File: src/vat_pkg.sv
package vat_pkg;
  // ***********************************************************
  // Widths and sizes
  // ***********************************************************
  localparam int VADDR_W = 32;
  localparam int PADDR_W = 29;
  localparam int SPACE_IDENTIFIER_W = 8;
  localparam int VPN_W = 22;
  localparam int PPN_W = 19;
  localparam int INSTRUCTION_XLAT_BUFFER_N = 4;
  localparam int UNIFIED_XLAT_BUFFER_N = 64;
  localparam int UIDX_W = 6;
  localparam int CNT_W = 6;

  // ***********************************************************
  // Register map, control area and area 7 alias
  // ***********************************************************
  localparam logic [31:0] REG_PAGE_ENTRY_HIGH = 32'hff00_0000;
  localparam logic [31:0] REG_PAGE_ENTRY_LOW = 32'hff00_0004;
  localparam logic [31:0] REG_TABLE_BASE = 32'hff00_0008;
  localparam logic [31:0] REG_FAULT_ADDRESS = 32'hff00_000c;
  localparam logic [31:0] REG_TRANSLATOR_CONTROL = 32'hff00_0010;
  localparam logic [31:0] REG_PAGE_ENTRY_ASSIST = 32'hff00_0034;
  localparam logic [7:0] CTRL_AREA_TOP = 8'hff;
  localparam logic [4:0] AREA7_TOP = 5'h1f;
  localparam logic [31:0] CTRL_RESET = 32'h0000_0000;
  localparam logic [31:0] REG_RESET = 32'h0000_0000;

  // ***********************************************************
  // Control register fields
  // ***********************************************************
  localparam int CTRL_AT_BIT = 0;
  localparam int CTRL_TI_BIT = 2;
  localparam int CTRL_SV_BIT = 8;
  localparam int CTRL_URC_LSB = 10;
  localparam int CTRL_URB_LSB = 18;

  // ***********************************************************
  // Page entry fields
  // ***********************************************************
  localparam int PEH_VPN_LSB = 10;
  localparam int PEL_PPN_LSB = 10;
  localparam int PEL_V_BIT = 8;
  localparam int PEL_SZ1_BIT = 7;
  localparam int PEL_PR_LSB = 5;
  localparam int PEL_SZ0_BIT = 4;
  localparam int PEL_SH_BIT = 1;

  // ***********************************************************
  // Page sizes and access rights
  // ***********************************************************
  localparam logic [1:0] SZ_1K = 2'h0;
  localparam logic [1:0] SZ_4K = 2'h1;
  localparam logic [1:0] SZ_64K = 2'h2;
  localparam logic [1:0] SZ_1M = 2'h3;
  localparam logic [1:0] PR_PRIV_RO = 2'h0;
  localparam logic [1:0] PR_PRIV_RW = 2'h1;
  localparam logic [1:0] PR_USER_RO = 2'h2;
  localparam logic [1:0] PR_USER_RW = 2'h3;

  typedef struct packed {
    logic [VPN_W-1:0] vpn;
    logic [SPACE_IDENTIFIER_W-1:0] space_identifier;
    logic sh;
    logic [1:0] sz;
    logic [1:0] pr;
    logic [PPN_W-1:0] ppn;
  } vat_entry_s;

  localparam int ENTRY_W = $bits(vat_entry_s);

  typedef enum logic [1:0] {
    VAT_IDLE,
    VAT_LOOK,
    VAT_READ,
    VAT_CMP
  } vat_state_e;
endpackage

File: src/vat_entry_mem.sv
`timescale 1ns/1ps
module vat_entry_mem #(
  parameter int WIDTH = 54,
  parameter int DEPTH = 64,
  parameter int AW = 6
) (
  input wire logic clk_in, // Core clock
  input wire logic wr_en_in, // Write strobe
  input wire logic [AW-1:0] wr_addr_in, // Write index
  input wire logic [WIDTH-1:0] wr_data_in, // Write data
  input wire logic [AW-1:0] rd_addr_in, // Read index
  output logic [WIDTH-1:0] rd_data_out // Registered read data
);
  logic [WIDTH-1:0] mem_q [DEPTH];
  logic [WIDTH-1:0] rd_q;

  always_ff @(posedge clk_in) begin
    if (wr_en_in) begin
      mem_q[wr_addr_in] <= wr_data_in;
    end
    rd_q <= mem_q[rd_addr_in];
  end

  assign rd_data_out = rd_q;
endmodule

File: src/vat_translator.sv
`timescale 1ns/1ps
// Functional notes
// 32-bit virtual plus 8-bit space to 29-bit
// Four instruction and 64 unified buffer entries
// Hardware copies unified entries into instruction buffer
// Four page sizes: 1K, 4K, 64K, 1M
// Separate privileged and user access rights
// Miss or violation raises exception, no access
// No table walk; software refills entries
// Control register resets to zero
// Registers at fixed control-area addresses, 32-bit
// Registers aliased in area 7 via translation
// Software avoids reserved locations
// Invalidate bit clears all valid bits, reads zero
// Translation disabled means no translation exceptions
module vat_translator (
  input wire logic clk_in, // Core clock
  input wire logic rst_in, // Async reset, high
  input wire logic req_valid_in, // Access request
  output logic req_ready_out, // Ready for request
  input wire logic [vat_pkg::VADDR_W-1:0] req_vaddr_in, // Virtual address
  input wire logic [vat_pkg::SPACE_IDENTIFIER_W-1:0] req_pad_unused_in, // Spare, ignored
  input wire logic req_fetch_in, // Instruction fetch
  input wire logic req_write_in, // Write access
  input wire logic req_priv_in, // Privileged mode
  input wire logic [31:0] req_wdata_in, // Register write data
  input wire logic load_entry_in, // Load entry pulse
  output logic resp_valid_out, // Response pulse
  output logic [vat_pkg::PADDR_W-1:0] resp_paddr_out, // External address
  output logic resp_miss_out, // Miss exception
  output logic resp_prot_out, // Protection exception
  output logic resp_reg_out, // Register access done
  output logic [31:0] resp_rdata_out // Register read data
);
  import vat_pkg::*;

  // ***********************************************************
  // Helper functions
  // ***********************************************************
  function automatic logic [VPN_W-1:0] size_mask(input logic [1:0] sz);
    logic [VPN_W-1:0] m;
    m = '1;
    if (sz == SZ_4K) begin
      m[1:0] = 2'h0;
    end else if (sz == SZ_64K) begin
      m[5:0] = 6'h00;
    end else if (sz == SZ_1M) begin
      m[9:0] = 10'h000;
    end
    return m;
  endfunction

  function automatic logic entry_match(input vat_entry_s e,
                                       input logic [VADDR_W-1:0] va,
                                       input logic [SPACE_IDENTIFIER_W-1:0] space_identifier,
                                       input logic skip_space_identifier);
    logic [VPN_W-1:0] diff;
    diff = (e.vpn ^ va[VADDR_W-1:PEH_VPN_LSB]) & size_mask(e.sz);
    return (diff == '0) && (e.sh || skip_space_identifier || (e.space_identifier == space_identifier));
  endfunction

  function automatic logic [PADDR_W-1:0] entry_paddr(input vat_entry_s e,
      input logic [VADDR_W-1:0] va);
    logic [VPN_W-1:0] full;
    logic [PPN_W-1:0] m;
    logic [PPN_W-1:0] pn;
    full = size_mask(e.sz);
    m = full[PPN_W-1:0];
    pn = (e.ppn & m) | (va[PADDR_W-1:PEL_PPN_LSB] & ~m);
    return {pn, va[PEL_PPN_LSB-1:0]};
  endfunction

  function automatic logic allowed(input logic [1:0] pr, input logic priv,
                                   input logic wr);
    logic ok;
    ok = 1'b0;
    if (priv) begin
      ok = !wr || (pr != PR_PRIV_RO);
    end else begin
      ok = (pr == PR_USER_RW) || ((pr == PR_USER_RO) && !wr);
    end
    return ok;
  endfunction

  // ***********************************************************
  // State
  // ***********************************************************
  vat_state_e state_q, state_d;
  logic [VADDR_W-1:0] vaddr_q, vaddr_d;
  logic fetch_q, fetch_d;
  logic write_q, write_d;
  logic priv_q, priv_d;
  logic [31:0] wdata_q, wdata_d;
  logic [UIDX_W-1:0] scan_q, scan_d;
  logic [31:0] page_entry_high_q, page_entry_high_d;
  logic [31:0] page_entry_low_q, page_entry_low_d;
  logic [31:0] page_entry_assist_q, page_entry_assist_d;
  logic [31:0] ttb_q, ttb_d;
  logic [31:0] tea_q, tea_d;
  logic at_q, at_d;
  logic sv_q, sv_d;
  logic [CNT_W-1:0] urc_q, urc_d;
  logic [CNT_W-1:0] urb_q, urb_d;
  logic [UNIFIED_XLAT_BUFFER_N-1:0] uvalid_q, uvalid_d;
  vat_entry_s instruction_xlat_buffer_q [INSTRUCTION_XLAT_BUFFER_N];
  vat_entry_s instruction_xlat_buffer_d [INSTRUCTION_XLAT_BUFFER_N];
  logic [INSTRUCTION_XLAT_BUFFER_N-1:0] ivalid_q, ivalid_d;
  logic [1:0] irepl_q, irepl_d;
  logic ready_q, ready_d;
  logic rv_q, rv_d;
  logic [PADDR_W-1:0] rpa_q, rpa_d;
  logic rmiss_q, rmiss_d;
  logic rprot_q, rprot_d;
  logic rreg_q, rreg_d;
  logic [31:0] rdata_q, rdata_d;

  vat_entry_s mem_rd;
  vat_entry_s load_ent;
  logic [INSTRUCTION_XLAT_BUFFER_N-1:0] ihit;
  logic skip_space_identifier;

  // ***********************************************************
  // Unified buffer storage
  // ***********************************************************
  assign load_ent.vpn = page_entry_high_q[VADDR_W-1:PEH_VPN_LSB];
  assign load_ent.space_identifier = page_entry_high_q[SPACE_IDENTIFIER_W-1:0];
  assign load_ent.sh = page_entry_low_q[PEL_SH_BIT];
  assign load_ent.sz = {page_entry_low_q[PEL_SZ1_BIT], page_entry_low_q[PEL_SZ0_BIT]};
  assign load_ent.pr = page_entry_low_q[PEL_PR_LSB+1:PEL_PR_LSB];
  assign load_ent.ppn = page_entry_low_q[PADDR_W-1:PEL_PPN_LSB];

  vat_entry_mem #(
    .WIDTH(ENTRY_W),
    .DEPTH(UNIFIED_XLAT_BUFFER_N),
    .AW(UIDX_W)
  ) u_unified_xlat_buffer (
    .clk_in(clk_in),
    .wr_en_in(load_entry_in && ready_q),
    .wr_addr_in(urc_q),
    .wr_data_in(load_ent),
    .rd_addr_in(scan_q),
    .rd_data_out(mem_rd)
  );

  assign skip_space_identifier = sv_q && priv_q;

  // Parallel compare of the instruction buffer
  for (genvar i = 0; i < INSTRUCTION_XLAT_BUFFER_N; i++) begin : g_ihit
    assign ihit[i] = ivalid_q[i] &&
                     entry_match(instruction_xlat_buffer_q[i], vaddr_q, page_entry_high_q[SPACE_IDENTIFIER_W-1:0],
                                 skip_space_identifier);
  end

  // ***********************************************************
  // Next-state logic
  // ***********************************************************
  always_comb begin
    logic done;
    logic miss;
    logic prot;
    logic is_reg;
    logic [23:0] ofs;
    logic [PADDR_W-1:0] pa;
    vat_entry_s hit_e;
    done = 1'b0;
    miss = 1'b0;
    prot = 1'b0;
    is_reg = 1'b0;
    ofs = 24'h00_0000;
    pa = vaddr_q[PADDR_W-1:0];
    hit_e = instruction_xlat_buffer_q[0];
    state_d = state_q;
    vaddr_d = vaddr_q;
    fetch_d = fetch_q;
    write_d = write_q;
    priv_d = priv_q;
    wdata_d = wdata_q;
    scan_d = scan_q;
    page_entry_high_d = page_entry_high_q;
    page_entry_low_d = page_entry_low_q;
    page_entry_assist_d = page_entry_assist_q;
    ttb_d = ttb_q;
    tea_d = tea_q;
    at_d = at_q;
    sv_d = sv_q;
    urc_d = urc_q;
    urb_d = urb_q;
    uvalid_d = uvalid_q;
    instruction_xlat_buffer_d = instruction_xlat_buffer_q;
    ivalid_d = ivalid_q;
    irepl_d = irepl_q;
    rv_d = 1'b0;
    rpa_d = rpa_q;
    rmiss_d = rmiss_q;
    rprot_d = rprot_q;
    rreg_d = rreg_q;
    rdata_d = rdata_q;

    if (load_entry_in && ready_q) begin
      uvalid_d[urc_q] = page_entry_low_q[PEL_V_BIT];
    end

    case (state_q)
      VAT_IDLE: begin
        if (req_valid_in && ready_q) begin
          vaddr_d = req_vaddr_in;
          fetch_d = req_fetch_in;
          write_d = req_write_in;
          priv_d = req_priv_in;
          wdata_d = req_wdata_in;
          state_d = VAT_LOOK;
        end
      end
      VAT_LOOK: begin
        if (vaddr_q[VADDR_W-1:24] == CTRL_AREA_TOP) begin
          done = 1'b1;
          prot = !priv_q;
          is_reg = priv_q;
          ofs = vaddr_q[23:0];
        end else if (!at_q) begin
          done = 1'b1;
          prot = !priv_q && vaddr_q[VADDR_W-1];
        end else if (vaddr_q[VADDR_W-1] &&
                     (vaddr_q[VADDR_W-1:PADDR_W] != 3'h6)) begin
          done = 1'b1;
          prot = !priv_q;
        end else if (fetch_q && (ihit != '0)) begin
          for (int i = INSTRUCTION_XLAT_BUFFER_N - 1; i >= 0; i--) begin
            if (ihit[i]) begin
              hit_e = instruction_xlat_buffer_q[i];
            end
          end
          done = 1'b1;
          prot = !allowed(hit_e.pr, priv_q, 1'b0);
          pa = entry_paddr(hit_e, vaddr_q);
        end else begin
          scan_d = '0;
          state_d = VAT_READ;
        end
      end
      VAT_READ: begin
        state_d = VAT_CMP;
      end
      VAT_CMP: begin
        if (uvalid_q[scan_q] &&
            entry_match(mem_rd, vaddr_q, page_entry_high_q[SPACE_IDENTIFIER_W-1:0], skip_space_identifier)) begin
          done = 1'b1;
          prot = !allowed(mem_rd.pr, priv_q, write_q && !fetch_q);
          pa = entry_paddr(mem_rd, vaddr_q);
          if (fetch_q) begin
            instruction_xlat_buffer_d[irepl_q] = mem_rd;
            ivalid_d[irepl_q] = 1'b1;
            irepl_d = irepl_q + 2'h1;
          end
          if (urb_q != '0 && urc_q == urb_q) begin
            urc_d = '0;
          end else begin
            urc_d = urc_q + 6'h01;
          end
        end else if (scan_q == UIDX_W'(UNIFIED_XLAT_BUFFER_N - 1)) begin
          done = 1'b1;
          miss = 1'b1;
        end else begin
          scan_d = scan_q + 6'h01;
          state_d = VAT_READ;
        end
        if (done && !prot && !miss &&
            pa[PADDR_W-1:24] == AREA7_TOP) begin
          is_reg = 1'b1;
          ofs = pa[23:0];
        end
      end
      default: begin
        state_d = VAT_IDLE;
      end
    endcase

    if (state_q == VAT_LOOK && done && !prot && fetch_q && ihit != '0 &&
        pa[PADDR_W-1:24] == AREA7_TOP) begin
      is_reg = 1'b1;
      ofs = pa[23:0];
    end

    if (done) begin
      state_d = VAT_IDLE;
      rv_d = 1'b1;
      rpa_d = pa;
      rmiss_d = miss;
      rprot_d = prot;
      rreg_d = is_reg;
      rdata_d = 32'h0000_0000;
      if (miss || prot) begin
        tea_d = vaddr_q;
        page_entry_high_d[VADDR_W-1:PEH_VPN_LSB] = vaddr_q[VADDR_W-1:PEH_VPN_LSB];
      end
    end

    // Register decode, unmapped reads zero and writes drop
    if (is_reg) begin
      if (ofs == REG_PAGE_ENTRY_HIGH[23:0]) begin
        rdata_d = page_entry_high_q;
        if (write_q) page_entry_high_d = wdata_q;
      end else if (ofs == REG_PAGE_ENTRY_LOW[23:0]) begin
        rdata_d = page_entry_low_q;
        if (write_q) page_entry_low_d = wdata_q;
      end else if (ofs == REG_TABLE_BASE[23:0]) begin
        rdata_d = ttb_q;
        if (write_q) ttb_d = wdata_q;
      end else if (ofs == REG_FAULT_ADDRESS[23:0]) begin
        rdata_d = tea_q;
        if (write_q) tea_d = wdata_q;
      end else if (ofs == REG_PAGE_ENTRY_ASSIST[23:0]) begin
        rdata_d = page_entry_assist_q;
        if (write_q) page_entry_assist_d = wdata_q;
      end else if (ofs == REG_TRANSLATOR_CONTROL[23:0]) begin
        rdata_d[CTRL_AT_BIT] = at_q;
        rdata_d[CTRL_SV_BIT] = sv_q;
        rdata_d[CTRL_URC_LSB+CNT_W-1:CTRL_URC_LSB] = urc_q;
        rdata_d[CTRL_URB_LSB+CNT_W-1:CTRL_URB_LSB] = urb_q;
        if (write_q) begin
          at_d = wdata_q[CTRL_AT_BIT];
          sv_d = wdata_q[CTRL_SV_BIT];
          urc_d = wdata_q[CTRL_URC_LSB+CNT_W-1:CTRL_URC_LSB];
          urb_d = wdata_q[CTRL_URB_LSB+CNT_W-1:CTRL_URB_LSB];
          if (wdata_q[CTRL_TI_BIT]) begin
            uvalid_d = '0;
            ivalid_d = '0;
          end
        end
      end
    end

    ready_d = (state_d == VAT_IDLE);
  end

  // ***********************************************************
  // Registers
  // ***********************************************************
  always_ff @(posedge clk_in or posedge rst_in) begin
    if (rst_in) begin
      state_q <= VAT_IDLE;
      vaddr_q <= REG_RESET;
      fetch_q <= 1'b0;
      write_q <= 1'b0;
      priv_q <= 1'b0;
      wdata_q <= REG_RESET;
      scan_q <= '0;
      page_entry_high_q <= REG_RESET;
      page_entry_low_q <= REG_RESET;
      page_entry_assist_q <= REG_RESET;
      ttb_q <= REG_RESET;
      tea_q <= REG_RESET;
      at_q <= CTRL_RESET[CTRL_AT_BIT];
      sv_q <= CTRL_RESET[CTRL_SV_BIT];
      urc_q <= CTRL_RESET[CTRL_URC_LSB+CNT_W-1:CTRL_URC_LSB];
      urb_q <= CTRL_RESET[CTRL_URB_LSB+CNT_W-1:CTRL_URB_LSB];
      uvalid_q <= '0;
      for (int i = 0; i < INSTRUCTION_XLAT_BUFFER_N; i++) begin
        instruction_xlat_buffer_q[i] <= '0;
      end
      ivalid_q <= '0;
      irepl_q <= 2'h0;
      ready_q <= 1'b1;
      rv_q <= 1'b0;
      rpa_q <= '0;
      rmiss_q <= 1'b0;
      rprot_q <= 1'b0;
      rreg_q <= 1'b0;
      rdata_q <= REG_RESET;
    end else begin
      state_q <= state_d;
      vaddr_q <= vaddr_d;
      fetch_q <= fetch_d;
      write_q <= write_d;
      priv_q <= priv_d;
      wdata_q <= wdata_d;
      scan_q <= scan_d;
      page_entry_high_q <= page_entry_high_d;
      page_entry_low_q <= page_entry_low_d;
      page_entry_assist_q <= page_entry_assist_d;
      ttb_q <= ttb_d;
      tea_q <= tea_d;
      at_q <= at_d;
      sv_q <= sv_d;
      urc_q <= urc_d;
      urb_q <= urb_d;
      uvalid_q <= uvalid_d;
      instruction_xlat_buffer_q <= instruction_xlat_buffer_d;
      ivalid_q <= ivalid_d;
      irepl_q <= irepl_d;
      ready_q <= ready_d;
      rv_q <= rv_d;
      rpa_q <= rpa_d;
      rmiss_q <= rmiss_d;
      rprot_q <= rprot_d;
      rreg_q <= rreg_d;
      rdata_q <= rdata_d;
    end
  end

  assign req_ready_out = ready_q;
  assign resp_valid_out = rv_q;
  assign resp_paddr_out = rpa_q;
  assign resp_miss_out = rmiss_q;
  assign resp_prot_out = rprot_q;
  assign resp_reg_out = rreg_q;
  assign resp_rdata_out = rdata_q;
endmodule

File: config.mk
export PLATFORM = sky130hd
export DESIGN_NAME = vat_translator
export DESIGN_NICKNAME = d
export VERILOG_FILES = /design/src/vat_pkg.sv /design/src/vat_entry_mem.sv /design/src/vat_translator.sv
export SDC_FILE = /design/constraint.sdc
export NUM_CORES = 2
export LEC_CHECK = 0
export CAP_MARGIN = 10
export CELL_PAD_IN_SITES_DETAIL_PLACEMENT = 0
export CELL_PAD_IN_SITES_GLOBAL_PLACEMENT = 1
export CORE_ASPECT_RATIO = 0.5
export CORE_MARGIN = 1
export CORE_UTILIZATION = 50
export CTS_CLUSTER_SIZE = 30
export DETAILED_ROUTE_END_ITERATION = 10
export DONT_BUFFER_PORTS = 1
export PLACE_DENSITY = 0.76
export SYNTH_ARGS = -nofsm -noshare
export SYNTH_HDL_FRONTEND = slang
export SYNTH_SLANG_ARGS = --single-unit
File: constraint.sdc
create_clock -name clk_in -period 17.9 [get_ports clk_in]
set_input_delay 2.685 -clock clk_in [delete_from_list [all_inputs] [get_ports clk_in]]
set_output_delay 2.685 -clock clk_in [all_outputs]
set_load 0.005 [all_outputs]
; ---- After elaboration in Yosys (flattened, before gate mapping)
; Memory sizes are Yosys's and may differ from the RTL's. A register that Yosys moved wholly into a read port is not among the register bits.
; Index checks and enable logic that the tools add are counted.
[totals]
out_inout_bits = 66
regBits = 601
n_memories = 1
ramBits = 3456
wordCells = 396
in_bits = 79
[mem_list]
columns = name, words, width, rd, rd_clocked_by_memory_dff, wr, line_no
row1 = u_unified_xlat_buffer.mem_q, 64, 54, 1, 1, 1, vat_entry_mem.sv:14  ; logic [WIDTH-1:0] mem_q [DEPTH];
[classes]
muxes = 190
magnitude_cmp = 7
bitwise_logic = 25
n_addsub = 3
n_reduce_logical = 72
eq_ne = 47
[ops]
columns = operator, n
row1 = 2-to-1 mux 64 bit, 10
row2 = 2-to-1 mux 32 bit, 17
row3 = bitwise mux 216 bit, 1
row4 = 2-to-1 mux 23 bit, 9
row5 = 2-to-1 mux 29 bit, 6
row6 = 2-to-1 mux 6 bit, 27
row7 = 2-to-1 mux 8 bit, 15
row8 = AND 22 bit, 5
row9 = logical NOT 22 bit, 5
row10 = XOR 22 bit, 5
row11 = demux 54 bit (select 2 bit), 1
row12 = AND 19 bit, 4
row13 = 2-to-1 mux 24 bit, 3
row14 = 2-to-1 mux 4 bit, 18
row15 = bitwise mux 64 bit, 1
row16 = 2-to-1 mux 10 bit, 6
row17 = one-hot mux 29 bit (2 select lines), 1
row18 = 2-to-1 mux 54 bit, 1
row19 = "== test 24 x 4 -> 1 bit, second input constant", 2
row20 = one-hot mux 24 bit (2 select lines), 1
row21 = 2-to-1 mux 2 bit, 23
row22 = 2-to-1 mux 22 bit, 2
row23 = == test 8 bit, 5
row24 = 2-to-1 mux 1 bit, 39
row25 = other kinds (45), 137

; ---- Depth between registers and ports, before layout
[logic_depth]
ltp_word = 45
mapped_depth = 21
depth_no_buf = 15

; ---- Cells and area by module
; A second synthesis with hierarchy kept.
[hier_totals]
cells_unflattened = 8363
hier_area_um2 = 161647.5
[modules_own_cells]
columns = module, area_per_inst_um2, cells_each, instances, seq_area_each_um2
row1 = vat_entry_mem, 131857.7, 5624, 1, 104860.6
row2 = vat_translator, 29789.8, 2739, 1, 14940.6

; ---- Least setup slack after synthesis
; No wires, ideal clock.
[synth_timing]
path_kind = input to register
startpoint = input port load_entry_in
endpoint = memory u_unified_xlat_buffer.mem_q[54][0] (enable)
required_time_ns = 17.433
cell_stages = 4
setup_time_ns = 0.467
arrival_time_ns = 5.687
path_slack_ns = 11.746
n_path_buf = 1
cell_sequence = nor2b_1 > nand4_1 > clkbuf_1 > nor2_1
[synth_between]
elab_chain_len = 3
[synth_lines]
columns = item, line_no
row1 = start: declaration, vat_translator.sv:27  ; input wire logic load_entry_in,
row2 = logical AND 1 bit, vat_translator.sv:138  ; .wr_en_in(load_entry_in && ready_q),
row3 = 2-to-1 mux 1 bit, vat_entry_mem.sv:18  ; if (wr_en_in) begin
row4 = 2-to-1 mux 1 bit (implied by the code), vat_entry_mem.sv:19  ; mem_q[wr_addr_in] <= wr_data_in;
row5 = end: declaration, vat_entry_mem.sv:14
; No other way between the ends.

; ---- Final worst setup path
[layout_timing]
startpoint = register scan_q[1]
endpoint = register page_entry_assist_q[25]
[layout_between]
elab_chain_len = 15
elab_cells_between_ends = 45
classes_between = eq/ne (7) / mux (20) / bitwise (4) / reduce/logical (14)
[layout_lines]
columns = item, line_no
row1 = start: declaration, vat_translator.sv:94  ; logic [UIDX_W-1:0] scan_q, scan_d;
row2 = start signal: assignment, vat_translator.sv:377  ; scan_q <= scan_d;
row3 = "parallel branches: the longest is 14 deep, another holds 2-to-1 mux 29 bit", --
row4 = AND reduction 7 bit (no line) *, --
row5 = end signal: assignment, vat_translator.sv:380  ; page_entry_assist_q <= page_entry_assist_d;
row6 = end: declaration, vat_translator.sv:97  ; logic [31:0] page_entry_assist_q, page_entry_assist_d;
; Mark *: on every way between the ends. The select of a mux whose other input is x is not followed.
; A chain may end at the register's enable or synchronous reset.

==> summary.txt <==
Run status
  • Status: finished, final reports clean

STA
  • Hold Vio Cnt, Final: 0
  • RSZ-0062 raised after global routing: no
  • Final cycle utilization of the critical path: 46.8%
  • Total negative slack: 0 ns
  • Slew headroom: 12.2%
  • Worst Tran Pin Value: 1.31 ns
  • Slew Viols, Final: 0
  • Clock Skew: 0.0695 ns
  • Final min period: 8.38 ns
  • Fmax: 119 MHz
  • # setup viols final: 0
  • Hold_ws: 0.471 ns

CTS
  • # resized after CTS: 0
  • Setup Fix Bufs, Post-CTS: 0
  • CTS tree: yes
  • Skew-Pair Late Insertion Delay: 0.95 ns
  • TritonCTS Buffers: 368
  • H-tree depth: 5
  • Clock buffer depth: 4
  • CTS sink count: 4107
  • Worst-path clk slew: 0.06 ns
  • Root buffer cell: clkbuf_16
  • CTS Hold Buffers Added: 0

Detailed routing
  • ANT nets after route: 0
  • DR vias/cell: 6.60
  • Total Wirelength: 471000 um
  • Drt pass-1 iters: 5
  • Vias: 87300
  • Initial DRC count: 13800
  • DR WL/cell: 35.6 um
  • # DRC: 0

GRT
  • Initial antenna violation count: 49
  • Total GRT Usage: 28.6%
  • Vias in the first global route: 83500
  • GR Overflow Total: 0
  • First-pass GRT wire length: 651000 um
  • Largest net degree at the start of global routing: 114

Layout
  • Area grow syn2layout: 11.2%
  • Layout cells sized above 1: 24.8%
  • Final instance area: 179000 um2
  • Fillers: 23900
  • Final layout net count: 8634
  • Non-filler instance count after layout: 13200
  • Post-layout util: 55.9%

Power
  • Static leakage: 0.0633 uW
  • P_int: 15400 uW
  • Clock power frac: 39.1%
  • P_sw: 4540 uW
  • Combinational Power Share: 4.4%
  • Flop pwr share: 56.5%
  • Maximum VDD drop: 78.1 uV
  • Power per cell area: 111 nW/um2
  • Switching share of power: 22.7%

Worst hold path
  • Hold WC Path Type: reg -> reg

Setup path
  • Crit path buffers/inverters: 1
  • Slowest cell on the critical path: or4_1
  • Largest delay share family, worst path: simple AND/OR/NAND/NOR gates
  • Worst-path fanout max: 56
  • CP Data Arrival Time: 9.16 ns
  • CP Class: reg -> reg
  • CP Launch Type: flop
  • Crit path top cell by count: or4_1
  • Worst setup EP type: flop
  • Largest stage delay, worst path: 1.07 ns
  • Critical Path RT: 18.67 ns
  • Cell breakdown of the critical path: buf_4 -> nand2b_1 -> o22ai_1 -> nor3_1 -> or4_1 -> or4_1 -> nor3_2 -> mux2i_1 -> o31a_1 -> o221ai_1 -> nor4_4 -> nand3_1 -> o21a_4 -> nor3_4 -> nand2_4 -> mux2_4

Floorplanning
  • Core area: 321000 um2
  • Starting Density: 50.3%
  • Die X: 805 um
  • I/O pins: 145
  • Num rows: 147
  • Die area: 325000 um2
  • Die height: 404 um

Logic synthesis
  • Avg Inst Size Synth: 19.2 um2
  • Synth top area share: 64.3%
  • Cell taking the most area after synthesis: edfxtp_1
  • Ys Warns: 0
  • Fraction of registers with async set or reset after synthesis: 14.5%
  • Sequential share of the synthesized area: 74.3%
  • Number of synthesized flops with an enable pin: 3456
  • Synth unique cells: 91
  • Top area cells in the synthesized netlist: edfxtp_1 (64%), mux4_2 (13%), dfrtp_1 (9.2%)
  • Mapped Cells: 8397
  • Mapped Area: 161000 um2
  • Top FF cell, synth: edfxtp_1
  • Synthesized Nets: 8482
  • #FFs+latches synth: 4107

Placement
  • # port buffers: 0
  • GPL Wtd Cong: 0.854
  • Post-detail-place hpwl: 262000 um
  • Inst Count DP: 12500
  • Placed cell area: 168000 um2

Flow run
  • Max Cap Viol: 0
metrics by stage:
stage,worst slack [ns],power (uW)
finish,9.52,20000
global route,9.31,20400
CTS,9.66,20000
detailed placement,9.70,12300
global placement,9.78,12300
floorplan,7.07,11800
flip-flops by register name (all words and copies together) (netlist names), 29 cells and up:
name and cells:
u_unified_xlat_buffer.mem_q 3456, wdata_q 32, page_entry_low_q 32, page_entry_high_q 32
resp_paddr_out 29, uvalid_q 64, tea_q 32, instruction_xlat_buffer_q 212
vaddr_q 32, page_entry_assist_q 32, ttb_q 32, u_unified_xlat_buffer.rd_data_out 54
resp_rdata_out 32
path summary, 6_finish.rpt:
| path | start | endpoint | slack (ns) | cells past startpoint |
|---|---|---|---|---|
| min in group asynchronous | rst_in | page_entry_low_q[0] | 1.80 | 1 |
| setup / recovery | scan_q[1] | page_entry_assist_q[25] | 9.52 | 16 |
| hold reg to reg | instruction_xlat_buffer_q[20] | instruction_xlat_buffer_q[20] | 0.47 | 2 |
| max in group asynchronous | rst_in | instruction_xlat_buffer_q[119] | 13.08 | 4 |
| setup reg to reg | scan_q[1] | page_entry_assist_q[25] | 9.52 | 16 |
| hold / removal | instruction_xlat_buffer_q[20] | instruction_xlat_buffer_q[20] | 0.47 | 2 |
layout make-up:
| cell class | count | area [um2] | area share [%] |
|---|---|---|---|
| flip-flops and latches | 4107 | 120000 | 66.8 |
| inverters | 28 | 116 | 0.0649 |
| multi-input cells | 3751 | 40000 | 22.3 |
| clock inverters | 205 | 1780 | 0.994 |
| well taps | 4321 | 5410 | 3.01 |
| clock buffers | 458 | 9790 | 5.45 |
| diodes | 63 | 158 | 0.0879 |
| repair buffers | 293 | 2300 | 1.28 |
worst register-to-register path, stage by stage, from the launching register on:
cell,delay (ns)
dfrtp_4,0.98
buf_4,0.94
nand2b_1,0.34
o22ai_1,0.25
nor3_1,0.13
or4_1,0.72
or4_1,1.07
nor3_2,0.44
mux2i_1,0.23
o31a_1,0.17
o221ai_1,0.19
nor4_4,0.47
nand3_1,0.15
o21a_4,0.29
nor3_4,0.77
nand2_4,0.61
mux2_4,0.50
per-layer routing:
metal | part of all wire [%] | global-route usage (%) | vias to the layer above | wire [um]
met2 | 45 | 42.6 | 5585 | 211000
met4 | 3.9 | 9.86 | 36 | 18400
met5 | 0.21 | 0 | - | 983
li1 | - | - | 34400 | -
met1 | 39 | 41.6 | 46300 | 182000
met3 | 12 | 7.09 | 982 | 58300
cells by family after synthesis:
kind of cell	Yosys count	share of synthesized area (%)
AOI/OAI and AO/OA	985	3.92
xor gates and xnor gates	156	0.847
adders and majority gates	7	0.0527
buffers and inverters	539	1.33
DFF	4107	74.3
muxes	1496	16.6
and+or+nand+nor	1107	3.03
layout by cell type, fill, tap and decap left out, drive strengths merged, types with 194 or more instances in the layout:
master	netlist	layout
mux4	900	900
mux2	309	309
a21oi	276	276
mux2i	287	287
edfxtp	3456	3456
o21ai	217	217
nor2	194	194
buf	162	292
clkbuf	349	459
dfrtp	596	596
nand2	652	652
power groups by stage:
stage	registers, uW	logic (uW)	clock network (uW)
2_1_floorplan	11400	355	0
3_3_place_gp	11500	813	0
3_5_place_dp	11500	844	0
4_1_cts	11300	844	7870
5_1_grt	11300	935	8220
6_report	11300	881	7810
cells in the mapped netlist (115+ instances only):
library cell,number
a21oi_1,276
nand2_1,650
dfrtp_1,596
o21ai_0,212
o221ai_1,144
mux2i_1,287
edfxtp_1,3456
mux2_2,279
clkbuf_1,348
mux4_2,900
o22ai_1,115
nor2_1,193
Note: power is estimated with default switching activity, not from simulation.
